===== src/inc/can_rx_irq_pkg.sv =====
// Constants, register map and state codes of the receiver interrupt enable block.
// What this block does
// - Enables are held at reset in init mode and written only if request and acknowledge are 0.
// - Init mode never resets or disturbs the rx and tx sensitivity fields.
// - Bit 7 enables the wake-up request from the wake event flag.
// - Bit 6 enables the error request from the status change flag.
// - Rx sensitivity 00 is none, 01 bus-off in or out, 10 error or bus-off in or out.
// - Tx sensitivity 00 is none, 01 bus-off in or out, 10 error or bus-off in or out, 11 all.
// - Reported bus states track the real ones, updating only while no status change pends.
// - Bit 1 enables the error request from the overrun event flag.
// - Bit 0 enables the receiver request from the receive buffer full flag.
// - A request stands while a flag and its enable are both set, and falls when no such pair is left.
// - Rx state: OK to 96, warning to 127, error above 127, bus-off when tx count exceeds 255.
package can_rx_irq_pkg;

  // ----------------------------------------------------------------------------
  // Register map: each register has an index; its byte address is four times that.
  // ----------------------------------------------------------------------------
  localparam logic [7:0] CTRL_INDEX   = 8'h00;
  localparam logic [7:0] FLAG_INDEX   = 8'h04;
  localparam logic [7:0] ENABLE_INDEX = 8'h05;
  localparam logic [7:0] CTRL_ADDR    = 8'(CTRL_INDEX * 4);
  localparam logic [7:0] FLAG_ADDR    = 8'(FLAG_INDEX * 4);
  localparam logic [7:0] ENABLE_ADDR  = 8'(ENABLE_INDEX * 4);

  // ----------------------------------------------------------------------------
  // Field positions.
  // ----------------------------------------------------------------------------
  localparam int WAKE_BIT     = 7;
  localparam int STATUS_BIT   = 6;
  localparam int RX_SENS_LSB  = 4;
  localparam int TX_SENS_LSB  = 2;
  localparam int OVERRUN_BIT  = 1;
  localparam int RX_FULL_BIT  = 0;
  localparam int INIT_REQ_BIT = 0;
  localparam int INIT_ACK_BIT = 1;
  localparam int WAKE_FN_BIT  = 2;

  // ----------------------------------------------------------------------------
  // Reset values.
  // ----------------------------------------------------------------------------
  localparam logic [7:0] ENABLE_RESET = 8'h00;
  localparam logic [7:0] CTRL_RESET   = 8'h00;
  localparam logic [1:0] SENS_RESET   = 2'h0;

  // ----------------------------------------------------------------------------
  // Bus states and sensitivity codes.
  // ----------------------------------------------------------------------------
  localparam logic [1:0] STATE_OK      = 2'h0;
  localparam logic [1:0] STATE_WARNING = 2'h1;
  localparam logic [1:0] STATE_ERROR   = 2'h2;
  localparam logic [1:0] STATE_BUS_OFF = 2'h3;
  localparam logic [1:0] SENS_NONE     = 2'h0;
  localparam logic [1:0] SENS_BUS_OFF  = 2'h1;
  localparam logic [1:0] SENS_ERROR    = 2'h2;
  localparam logic [1:0] SENS_ALL      = 2'h3;

  localparam logic [8:0] WARNING_LIMIT = 9'd96;
  localparam logic [8:0] ERROR_LIMIT   = 9'd127;
  localparam logic [8:0] BUS_OFF_LIMIT = 9'd255;

endpackage


===== src/logic/can_rx_irq_enable.sv =====
// Receiver interrupt enable register, event flags and request gating behind APB.
//
// Register access over APB was chosen for this implementation.
`timescale 1ns/1ps
`default_nettype none
module can_rx_irq_enable (
  input  wire logic        clk,
  input  wire logic        rst,
  input  wire logic        psel,
  input  wire logic        penable,
  input  wire logic        pwrite,
  input  wire logic [7:0]  paddr,
  input  wire logic [31:0] pwdata,
  output logic      [31:0] prdata,
  output logic             pready,
  output logic             pslverr,
  input  wire logic        busActivity,
  input  wire logic        overrunEvent,
  input  wire logic        rxFrameStored,
  input  wire logic [7:0]  rxErrCount,
  input  wire logic [8:0]  txErrCount,
  output logic             wakeIrq,
  output logic             errorIrq,
  output logic             rxIrq
);

  // ----------------------------------------------------------------------------
  // Declarations.
  // ----------------------------------------------------------------------------
  logic       initModeRequest;
  logic       initModeAcknowledge;
  logic       wakeFunctionEnable;
  logic       wakeIrqEnable;
  logic       statusIrqEnable;
  logic       overrunIrqEnable;
  logic       rxFullIrqEnable;
  logic [1:0] rxSens;
  logic [1:0] txSens;
  logic       wakeEventFlag;
  logic       statusChangeFlag;
  logic       overrunEventFlag;
  logic       rxBufferFullFlag;
  logic [1:0] rxBusState;
  logic [1:0] txBusState;
  logic [1:0] rxNow;
  logic [1:0] txNow;
  logic       activityMeta;
  logic       activitySync;
  logic       apbDone;
  logic       writeStrobe;
  logic       selCtrl;
  logic       selFlag;
  logic       selEnable;
  logic       initActive;
  logic       writeOpen;
  logic       rxHit;
  logic       txHit;
  logic [7:0] enableValue;
  logic [7:0] flagValue;
  logic [31:0] next_prdata;

  // ----------------------------------------------------------------------------
  // APB slave: one wait state, then pready and registered data.
  // ----------------------------------------------------------------------------
  assign apbDone     = psel & penable & pready;
  assign writeStrobe = apbDone & pwrite;
  assign selCtrl     = paddr == can_rx_irq_pkg::CTRL_ADDR;
  assign selFlag     = paddr == can_rx_irq_pkg::FLAG_ADDR;
  assign selEnable   = paddr == can_rx_irq_pkg::ENABLE_ADDR;
  assign enableValue = {wakeIrqEnable, statusIrqEnable, rxSens, txSens,
                        overrunIrqEnable, rxFullIrqEnable};
  assign flagValue   = {wakeEventFlag, statusChangeFlag, rxBusState, txBusState,
                        overrunEventFlag, rxBufferFullFlag};

  always_comb
  begin
    next_prdata = 32'h0000_0000;
    if (selCtrl)
      next_prdata = {29'h0000_0000, wakeFunctionEnable, initModeAcknowledge, initModeRequest};
    else if (selFlag)
      next_prdata = {24'h00_0000, flagValue};
    else if (selEnable)
      next_prdata = {24'h00_0000, enableValue};
  end

  always_ff @(posedge clk or posedge rst)
  begin
    if (rst)
      {pready, pslverr, prdata} <= 34'h0_0000_0000;
    else
    begin
      pready  <= psel & penable & ~pready;
      pslverr <= psel & penable & ~pready & ~(selCtrl | selFlag | selEnable);
      prdata  <= (psel & penable & ~pready & ~pwrite) ? next_prdata : 32'h0000_0000;
    end
  end

  // ----------------------------------------------------------------------------
  // Control: init request with a one-cycle acknowledge, wake function enable.
  // ----------------------------------------------------------------------------
  always_ff @(posedge clk or posedge rst)
  begin
    if (rst)
    begin
      initModeRequest    <= can_rx_irq_pkg::CTRL_RESET[can_rx_irq_pkg::INIT_REQ_BIT];
      wakeFunctionEnable <= can_rx_irq_pkg::CTRL_RESET[can_rx_irq_pkg::WAKE_FN_BIT];
    end
    else if (writeStrobe && selCtrl)
    begin
      initModeRequest    <= pwdata[can_rx_irq_pkg::INIT_REQ_BIT];
      wakeFunctionEnable <= pwdata[can_rx_irq_pkg::WAKE_FN_BIT];
    end
  end

  always_ff @(posedge clk or posedge rst)
  begin
    if (rst)
      initModeAcknowledge <= can_rx_irq_pkg::CTRL_RESET[can_rx_irq_pkg::INIT_ACK_BIT];
    else
      initModeAcknowledge <= initModeRequest;
  end
  assign initActive = initModeRequest & initModeAcknowledge;
  assign writeOpen  = ~initModeRequest & ~initModeAcknowledge;

  // ----------------------------------------------------------------------------
  // Enable register.
  // ----------------------------------------------------------------------------
  always_ff @(posedge clk or posedge rst)
  begin
    if (rst)
    begin
      wakeIrqEnable    <= can_rx_irq_pkg::ENABLE_RESET[can_rx_irq_pkg::WAKE_BIT];
      statusIrqEnable  <= can_rx_irq_pkg::ENABLE_RESET[can_rx_irq_pkg::STATUS_BIT];
      overrunIrqEnable <= can_rx_irq_pkg::ENABLE_RESET[can_rx_irq_pkg::OVERRUN_BIT];
      rxFullIrqEnable  <= can_rx_irq_pkg::ENABLE_RESET[can_rx_irq_pkg::RX_FULL_BIT];
    end
    else if (initActive)
    begin
      wakeIrqEnable    <= can_rx_irq_pkg::ENABLE_RESET[can_rx_irq_pkg::WAKE_BIT];
      statusIrqEnable  <= can_rx_irq_pkg::ENABLE_RESET[can_rx_irq_pkg::STATUS_BIT];
      overrunIrqEnable <= can_rx_irq_pkg::ENABLE_RESET[can_rx_irq_pkg::OVERRUN_BIT];
      rxFullIrqEnable  <= can_rx_irq_pkg::ENABLE_RESET[can_rx_irq_pkg::RX_FULL_BIT];
    end
    else if (writeStrobe && selEnable && writeOpen)
    begin
      wakeIrqEnable    <= pwdata[can_rx_irq_pkg::WAKE_BIT];
      statusIrqEnable  <= pwdata[can_rx_irq_pkg::STATUS_BIT];
      overrunIrqEnable <= pwdata[can_rx_irq_pkg::OVERRUN_BIT];
      rxFullIrqEnable  <= pwdata[can_rx_irq_pkg::RX_FULL_BIT];
    end
  end

  // Sensitivity stays writable in init mode so it can be set up before leaving it.
  always_ff @(posedge clk or posedge rst)
  begin
    if (rst)
      {rxSens, txSens} <= {2{can_rx_irq_pkg::SENS_RESET}};
    else if (writeStrobe && selEnable)
    begin
      rxSens <= pwdata[can_rx_irq_pkg::RX_SENS_LSB +: 2];
      txSens <= pwdata[can_rx_irq_pkg::TX_SENS_LSB +: 2];
    end
  end

  // ----------------------------------------------------------------------------
  // Status change detection.
  // ----------------------------------------------------------------------------
  can_state_decode stateDecode (.clk(clk), .rst(rst), .rxErrCount(rxErrCount),
    .txErrCount(txErrCount), .rxState(rxNow), .txState(txNow));

  function automatic logic qualifies(input logic [1:0] sens, input logic [1:0] was,
                                     input logic [1:0] now);
    logic changed;
    changed = was != now;
    case (sens)
      can_rx_irq_pkg::SENS_BUS_OFF:
        qualifies = changed && (was == can_rx_irq_pkg::STATE_BUS_OFF
                                || now == can_rx_irq_pkg::STATE_BUS_OFF);
      can_rx_irq_pkg::SENS_ERROR:
        qualifies = changed && (was[1] || now[1]);
      can_rx_irq_pkg::SENS_ALL:
        qualifies = changed;
      default:
        qualifies = 1'b0;
    endcase
  endfunction
  assign rxHit = qualifies(rxSens, rxBusState, rxNow);
  assign txHit = qualifies(txSens, txBusState, txNow);

  // Reported states freeze while the flag is pending so software sees a
  // consistent snapshot of what caused the interrupt.
  always_ff @(posedge clk or posedge rst)
  begin
    if (rst)
    begin
      rxBusState <= can_rx_irq_pkg::STATE_OK;
      txBusState <= can_rx_irq_pkg::STATE_OK;
    end
    else if (!statusChangeFlag)
    begin
      rxBusState <= rxNow;
      txBusState <= txNow;
    end
  end

  // ----------------------------------------------------------------------------
  // Event flags: write one to clear; a new wake, overrun or receive event wins over the clear, a status clear wins.
  // ----------------------------------------------------------------------------
  always_ff @(posedge clk or posedge rst)
  begin
    if (rst)
      {activityMeta, activitySync} <= 2'h0;
    else
      {activityMeta, activitySync} <= {busActivity, activityMeta};
  end

  always_ff @(posedge clk or posedge rst)
  begin
    if (rst)
      {wakeEventFlag, statusChangeFlag, overrunEventFlag, rxBufferFullFlag} <= 4'h0;
    else
    begin
      wakeEventFlag    <= (activitySync & wakeFunctionEnable)
                          | (wakeEventFlag & ~(writeStrobe & selFlag
                                               & pwdata[can_rx_irq_pkg::WAKE_BIT]));
      statusChangeFlag <= (~statusChangeFlag & (rxHit | txHit))
                          | (statusChangeFlag & ~(writeStrobe & selFlag
                                                  & pwdata[can_rx_irq_pkg::STATUS_BIT]));
      overrunEventFlag <= overrunEvent
                          | (overrunEventFlag & ~(writeStrobe & selFlag
                                                  & pwdata[can_rx_irq_pkg::OVERRUN_BIT]));
      rxBufferFullFlag <= rxFrameStored
                          | (rxBufferFullFlag & ~(writeStrobe & selFlag
                                                  & pwdata[can_rx_irq_pkg::RX_FULL_BIT]));
    end
  end

  // ----------------------------------------------------------------------------
  // Interrupt requests, level while flag and enable stand.
  // ----------------------------------------------------------------------------
  always_ff @(posedge clk or posedge rst)
  begin
    if (rst)
      {wakeIrq, errorIrq, rxIrq} <= 3'h0;
    else
    begin
      wakeIrq  <= wakeEventFlag & wakeIrqEnable;
      errorIrq <= (statusChangeFlag & statusIrqEnable)
                  | (overrunEventFlag & overrunIrqEnable);
      rxIrq    <= rxBufferFullFlag & rxFullIrqEnable;
    end
  end
endmodule
`default_nettype wire


===== src/logic/can_state_decode.sv =====
// Decoder from the error counters to the receiver and transmitter bus states.
`timescale 1ns/1ps
`default_nettype none
module can_state_decode (
  input  wire logic       clk,
  input  wire logic       rst,
  input  wire logic [7:0] rxErrCount,
  input  wire logic [8:0] txErrCount,
  output logic      [1:0] rxState,
  output logic      [1:0] txState
);

  logic [1:0] next_rxState;
  logic [1:0] next_txState;

  // Bus-off on the transmitter forces the receiver state too.
  always_comb
  begin
    if (txErrCount > can_rx_irq_pkg::BUS_OFF_LIMIT)
      next_rxState = can_rx_irq_pkg::STATE_BUS_OFF;
    else if ({1'b0, rxErrCount} > can_rx_irq_pkg::ERROR_LIMIT)
      next_rxState = can_rx_irq_pkg::STATE_ERROR;
    else if ({1'b0, rxErrCount} > can_rx_irq_pkg::WARNING_LIMIT)
      next_rxState = can_rx_irq_pkg::STATE_WARNING;
    else
      next_rxState = can_rx_irq_pkg::STATE_OK;
  end

  always_comb
  begin
    if (txErrCount > can_rx_irq_pkg::BUS_OFF_LIMIT)
      next_txState = can_rx_irq_pkg::STATE_BUS_OFF;
    else if (txErrCount > can_rx_irq_pkg::ERROR_LIMIT)
      next_txState = can_rx_irq_pkg::STATE_ERROR;
    else if (txErrCount > can_rx_irq_pkg::WARNING_LIMIT)
      next_txState = can_rx_irq_pkg::STATE_WARNING;
    else
      next_txState = can_rx_irq_pkg::STATE_OK;
  end

  always_ff @(posedge clk or posedge rst)
  begin
    if (rst)
    begin
      rxState <= can_rx_irq_pkg::STATE_OK;
      txState <= can_rx_irq_pkg::STATE_OK;
    end
    else
    begin
      rxState <= next_rxState;
      txState <= next_txState;
    end
  end
endmodule
`default_nettype wire

===== config.mk =====
export PLATFORM = sky130hd
export DESIGN_NAME = can_rx_irq_enable
export DESIGN_NICKNAME = d
export VERILOG_FILES = /design/src/inc/can_rx_irq_pkg.sv /design/src/logic/can_rx_irq_enable.sv /design/src/logic/can_state_decode.sv
export SDC_FILE = /design/constraint.sdc
export NUM_CORES = 1
export LEC_CHECK = 0
export CAP_MARGIN = 20
export CORE_MARGIN = 5
export CORE_UTILIZATION = 48
export CTS_CLUSTER_SIZE = 10
export DETAILED_ROUTE_END_ITERATION = 10
export DONT_BUFFER_PORTS = 1
export PLACE_DENSITY = 0.74
export RECOVER_POWER = 25
export SETUP_SLACK_MARGIN = 0.5
export SLEW_MARGIN = 40
export SYNTH_ARGS = -nofsm -noshare
export SYNTH_HDL_FRONTEND = slang
export SYNTH_SLANG_ARGS = --single-unit

===== constraint.sdc =====
create_clock -name clk -period 2.65 [get_ports clk]
set_clock_uncertainty 0.05 [all_clocks]
set_input_delay 0.3975 -clock clk [delete_from_list [all_inputs] [get_ports clk]]
set_output_delay 0.3975 -clock clk [all_outputs]
set_load 0.02 [all_outputs]

==> results.md <==
- The synthesized instance count is 191.
- The multi-input logic area is 887 sq um.
- In this run, the number of DRC markers left after iteration 0 of detailed routing was 144.
- Yosys printed 0 warnings.
- The TritonCTS clock tree is done.
- Combinational cells account for 7.2% of the total power.
- The most numerous cell in the Yosys netlist is dfrtp_1.
- The die covers 5580 sq um.
- The class of the most critical setup path is input port to flip-flop.
- In this run the cell area measured after placement is 1960 sq um.
- Registers are responsible for 51.5% of the overall power.
- The antenna diode count is 0.
- CTS placed an instance of clkbuf_8 at the clock tree root.
- The total overflow left after global routing is 0.
- The global-route wire length before repair is 6.15 mm.
- The number of setup buffers added after CTS is 0.
- The aggregate global-route resource usage is 14.7%.
- The initial core utilization is 49.8%.
- Data arrives at the worst endpoint at 1820 ps.
- The final routed wire length divided by cell count is 16.2 microns.
- The area growth from synthesis to final layout is 3.43%.
- The setup TNS after final layout is 0 ps.
- The register-to-register setup slack is 1080 ps.
- The number of endpoints failing setup at the final stage is 0.
- Cell internal power was estimated by the tool at 0.926 mW.
- The design draws 1.21 mW.
- Of all flip-flops after synthesis, the portion carrying an async set or reset was 100%.
- The post-route minimum period is 1690 ps.
- The quantity of hold-fixing buffers added after cts is 0.
- The clock net in this run drives a total of 38 sinks.
- Setup repair after global routing left no endpoint under its margin.
- STA puts the critical path data required time at 2780 ps.
- The power per cell area is 581 nW/um^2.
- The final hold slack is 55.1 ps.
- The maximum vdd ir drop is 0.321 mV.
- The final core area utilization is 51.6%.
- The filler cell count in the final layout is 381.
- The H-tree was split into 2 levels.
- The count of max-cap constraint violations is 0.
- Counting the buffers created by CTS gives 5.
- The max-slew violation count is 0.
- Timing analysis after detailed placement gives a worst setup slack of 679 ps.
- The clock group share of total power is 41.3%.
- The area share of the largest cell type after synthesis is 47.4%.
- The via count normalized by instance count is 5.51.
- Routability-driven placement finished with a final weighted congestion of 0.836.
- The register area is 951 sq um.
- The filler-free cell count of the finished design is 245.
- For the worst-skew pair, the clock arrives at the later sink with an insertion delay of 290 ps.
- Along the worst path, the maximum fanout reaches 10.
- The HPWL after detailed placement is 3.01 mm.
- The number of hold-slack violations in the final timing report is 0.
- The number of remaining DRC errors is 0.
- The reported leakage power is 1.02 nW.
- The floorplan core area is 4030 sq um.
- The number of antenna violations at the first check in global routing is 0.
- Static timing analysis puts the maximum clock frequency at 0.591 GHz.
- The commonest cells after synthesis are 38 x dfrtp_1, 25 x buf_4, 16 x nand2_1.
- The post-route netlist has 11.3% of its cells at a drive strength greater than 1.
- The number of cells traversed by the worst register-to-register path is 6.
- The switching share of power is 23.3%.
- The worst min-delay path class is input port to asynchronous set/reset pin.
- The max-slew headroom at the worst pin is 59.9%.
- The endpoint class of the critical path is a flip-flop.
- The floorplan step set the die height to 74.7 microns.
- The portion of the clock cycle consumed by the worst path in the final layout is 63.9%.
- The library cell contributing the largest single delay on the critical path is and3b_1.
- The number of placement rows is 23.
- The worst setup path is launched from an input port.
- Sorting the synthesized cells by area gives the leading types as dfrtp_1 47%, buf_4 9.3%, ha_1 5.0%, mux2_4 3.0%, nand2_1 3.0%.
- The net count of the finished layout is 268.
- The post-CTS clock slew at the launch and capture registers of the worst setup and hold paths is 70 ps.
- The count of input and output buffers is 0.
- The dominant cell type by area after synthesis is dfrtp_1.
- Yosys mapped a number of flops with a built-in enable equal to 0.
- The synthesis-stage register bit count is 38.
- The final instance area is 2080 sq um.
- The count of placed standard cells including taps is 238.
- Among all flip-flop cells after synthesis, the most frequent one is dfrtp_1.
- The worst register-to-register path begins at txSens[0].
- The post-synthesis sequential area ratio is 47.4%.
- The flow ran to the end, and the final reports show no timing, DRC or antenna violations.
- Post-CTS repair changed the size of 0 cells.
- The I/O pin count is 102.
- The signal on the critical path passes through nor3_1 > and3b_1 > nand3_2 > a211o_1.
- Once detail routing completed, the nets flagged for antenna violations numbered 0.
- The switching power total is 0.280 mW.
- Across all setup checks in the final design, the least slack found is 957 ps.
- Counting distinct cell types in the post-synthesis netlist gives 40.
- For the pin with the worst max-slew slack, the measured transition is 597 ps.
- After synthesis the cells add up to 2010 sq um.
- The number of detailed-routing iterations run before antenna repair is 4.
- The synthesized area divided by synthesized cell count is 10.5 sq um.
- The clock passes through at most 2 buffers.
- The reg-to-reg endpoint is statusChangeFlag.
- The number of global-route vias before repair is 1303.
- The detailed-route via count is 1349.
- Entering global routing, the biggest net connects 39 pins.
- The stage delay of the slowest cell on the critical path is 520 ps.
- The total length of routed wires is 3.97 mm.
- Measured along the x axis, the die boundary spans 74.7 microns.
-- power groups by stage --
stage | Combinational (mW) | Clock (mW) | Sequential [mW]
floorplan | 0.103 | 0 | 0.628
global placement | 0.0851 | 0 | 0.633
detailed placement | 0.0869 | 0 | 0.633
CTS | 0.0870 | 0.510 | 0.622
global route | 0.0984 | 0.530 | 0.624
finish | 0.0869 | 0.498 | 0.622
-- layout make-up --
class	instances	share of cell area, %
sequential	38	45.8
inverter	13	2.35
clock inverter	1	1.45
tap	50	3.01
timing repair buffer	2	0.723
multi-input combinational	135	42.7
clock buffer	6	3.98
-- logic make-up after synthesis --
kind of cell | synth area share (%)
simple gates | 16.8
fa+ha+maj | 4.98
flops | 47.4
buf+inv | 12.8
compound gates | 11.8
mux | 5.23
other cells | 0.187
xor+xnor | 0.872
-- worst max-delay path, delay by kind of cell --
kind,cells,cell delay (ps)
and+or+nand+nor,3,1130
AOI/OAI and AO/OA,1,290
-- cells in the final DEF (no fill, tap or decap), types with 3 or more instances in the layout --
master,n
nor2_1,13
nand4_1,5
o211ai_1,3
nand3_1,7
a22oi_1,4
inv_1,13
mux2_2,4
nor3_1,4
mux2_4,4
ha_1,8
conb_1,24
nand2_1,16
a211o_1,3
dfrtp_1,38
a21oi_1,6
o211a_1,3
clkbuf_8,6
-- per-layer routing --
metal | routed length (microns) | vias up | GRT usage, % | part of all wire [%]
li1 | - | 626 | - | -
met1 | 1680 | 654 | 20.0 | 42
met2 | 1820 | 67 | 22.2 | 46
met3 | 445 | 2 | 4.81 | 11
met4 | 21 | 0 | 4.74 | 0.53
met5 | 0 | - | 0 | 0
-- worst max-delay path by stage --
| stage | startpoint | endpoint | cells after the start |
|---|---|---|---|
| floorplan | paddr[1] | rxSens[0] | 5 |
| global placement | paddr[1] | statusChangeFlag | 4 |
| detailed placement | paddr[1] | statusChangeFlag | 4 |
| CTS | paddr[1] | statusChangeFlag | 4 |
| global route | paddr[1] | statusChangeFlag | 4 |
| finish | paddr[1] | statusChangeFlag | 4 |
-- registers in the layout (all words and copies together) (netlist names), 2 cells and up --
register and flops:
prdata 8, txBusState 2, rxBusState 2, stateDecode.rxState 2, rxSens 2, stateDecode.txState 2
txSens 2
(Power assumes the default switching activity.)
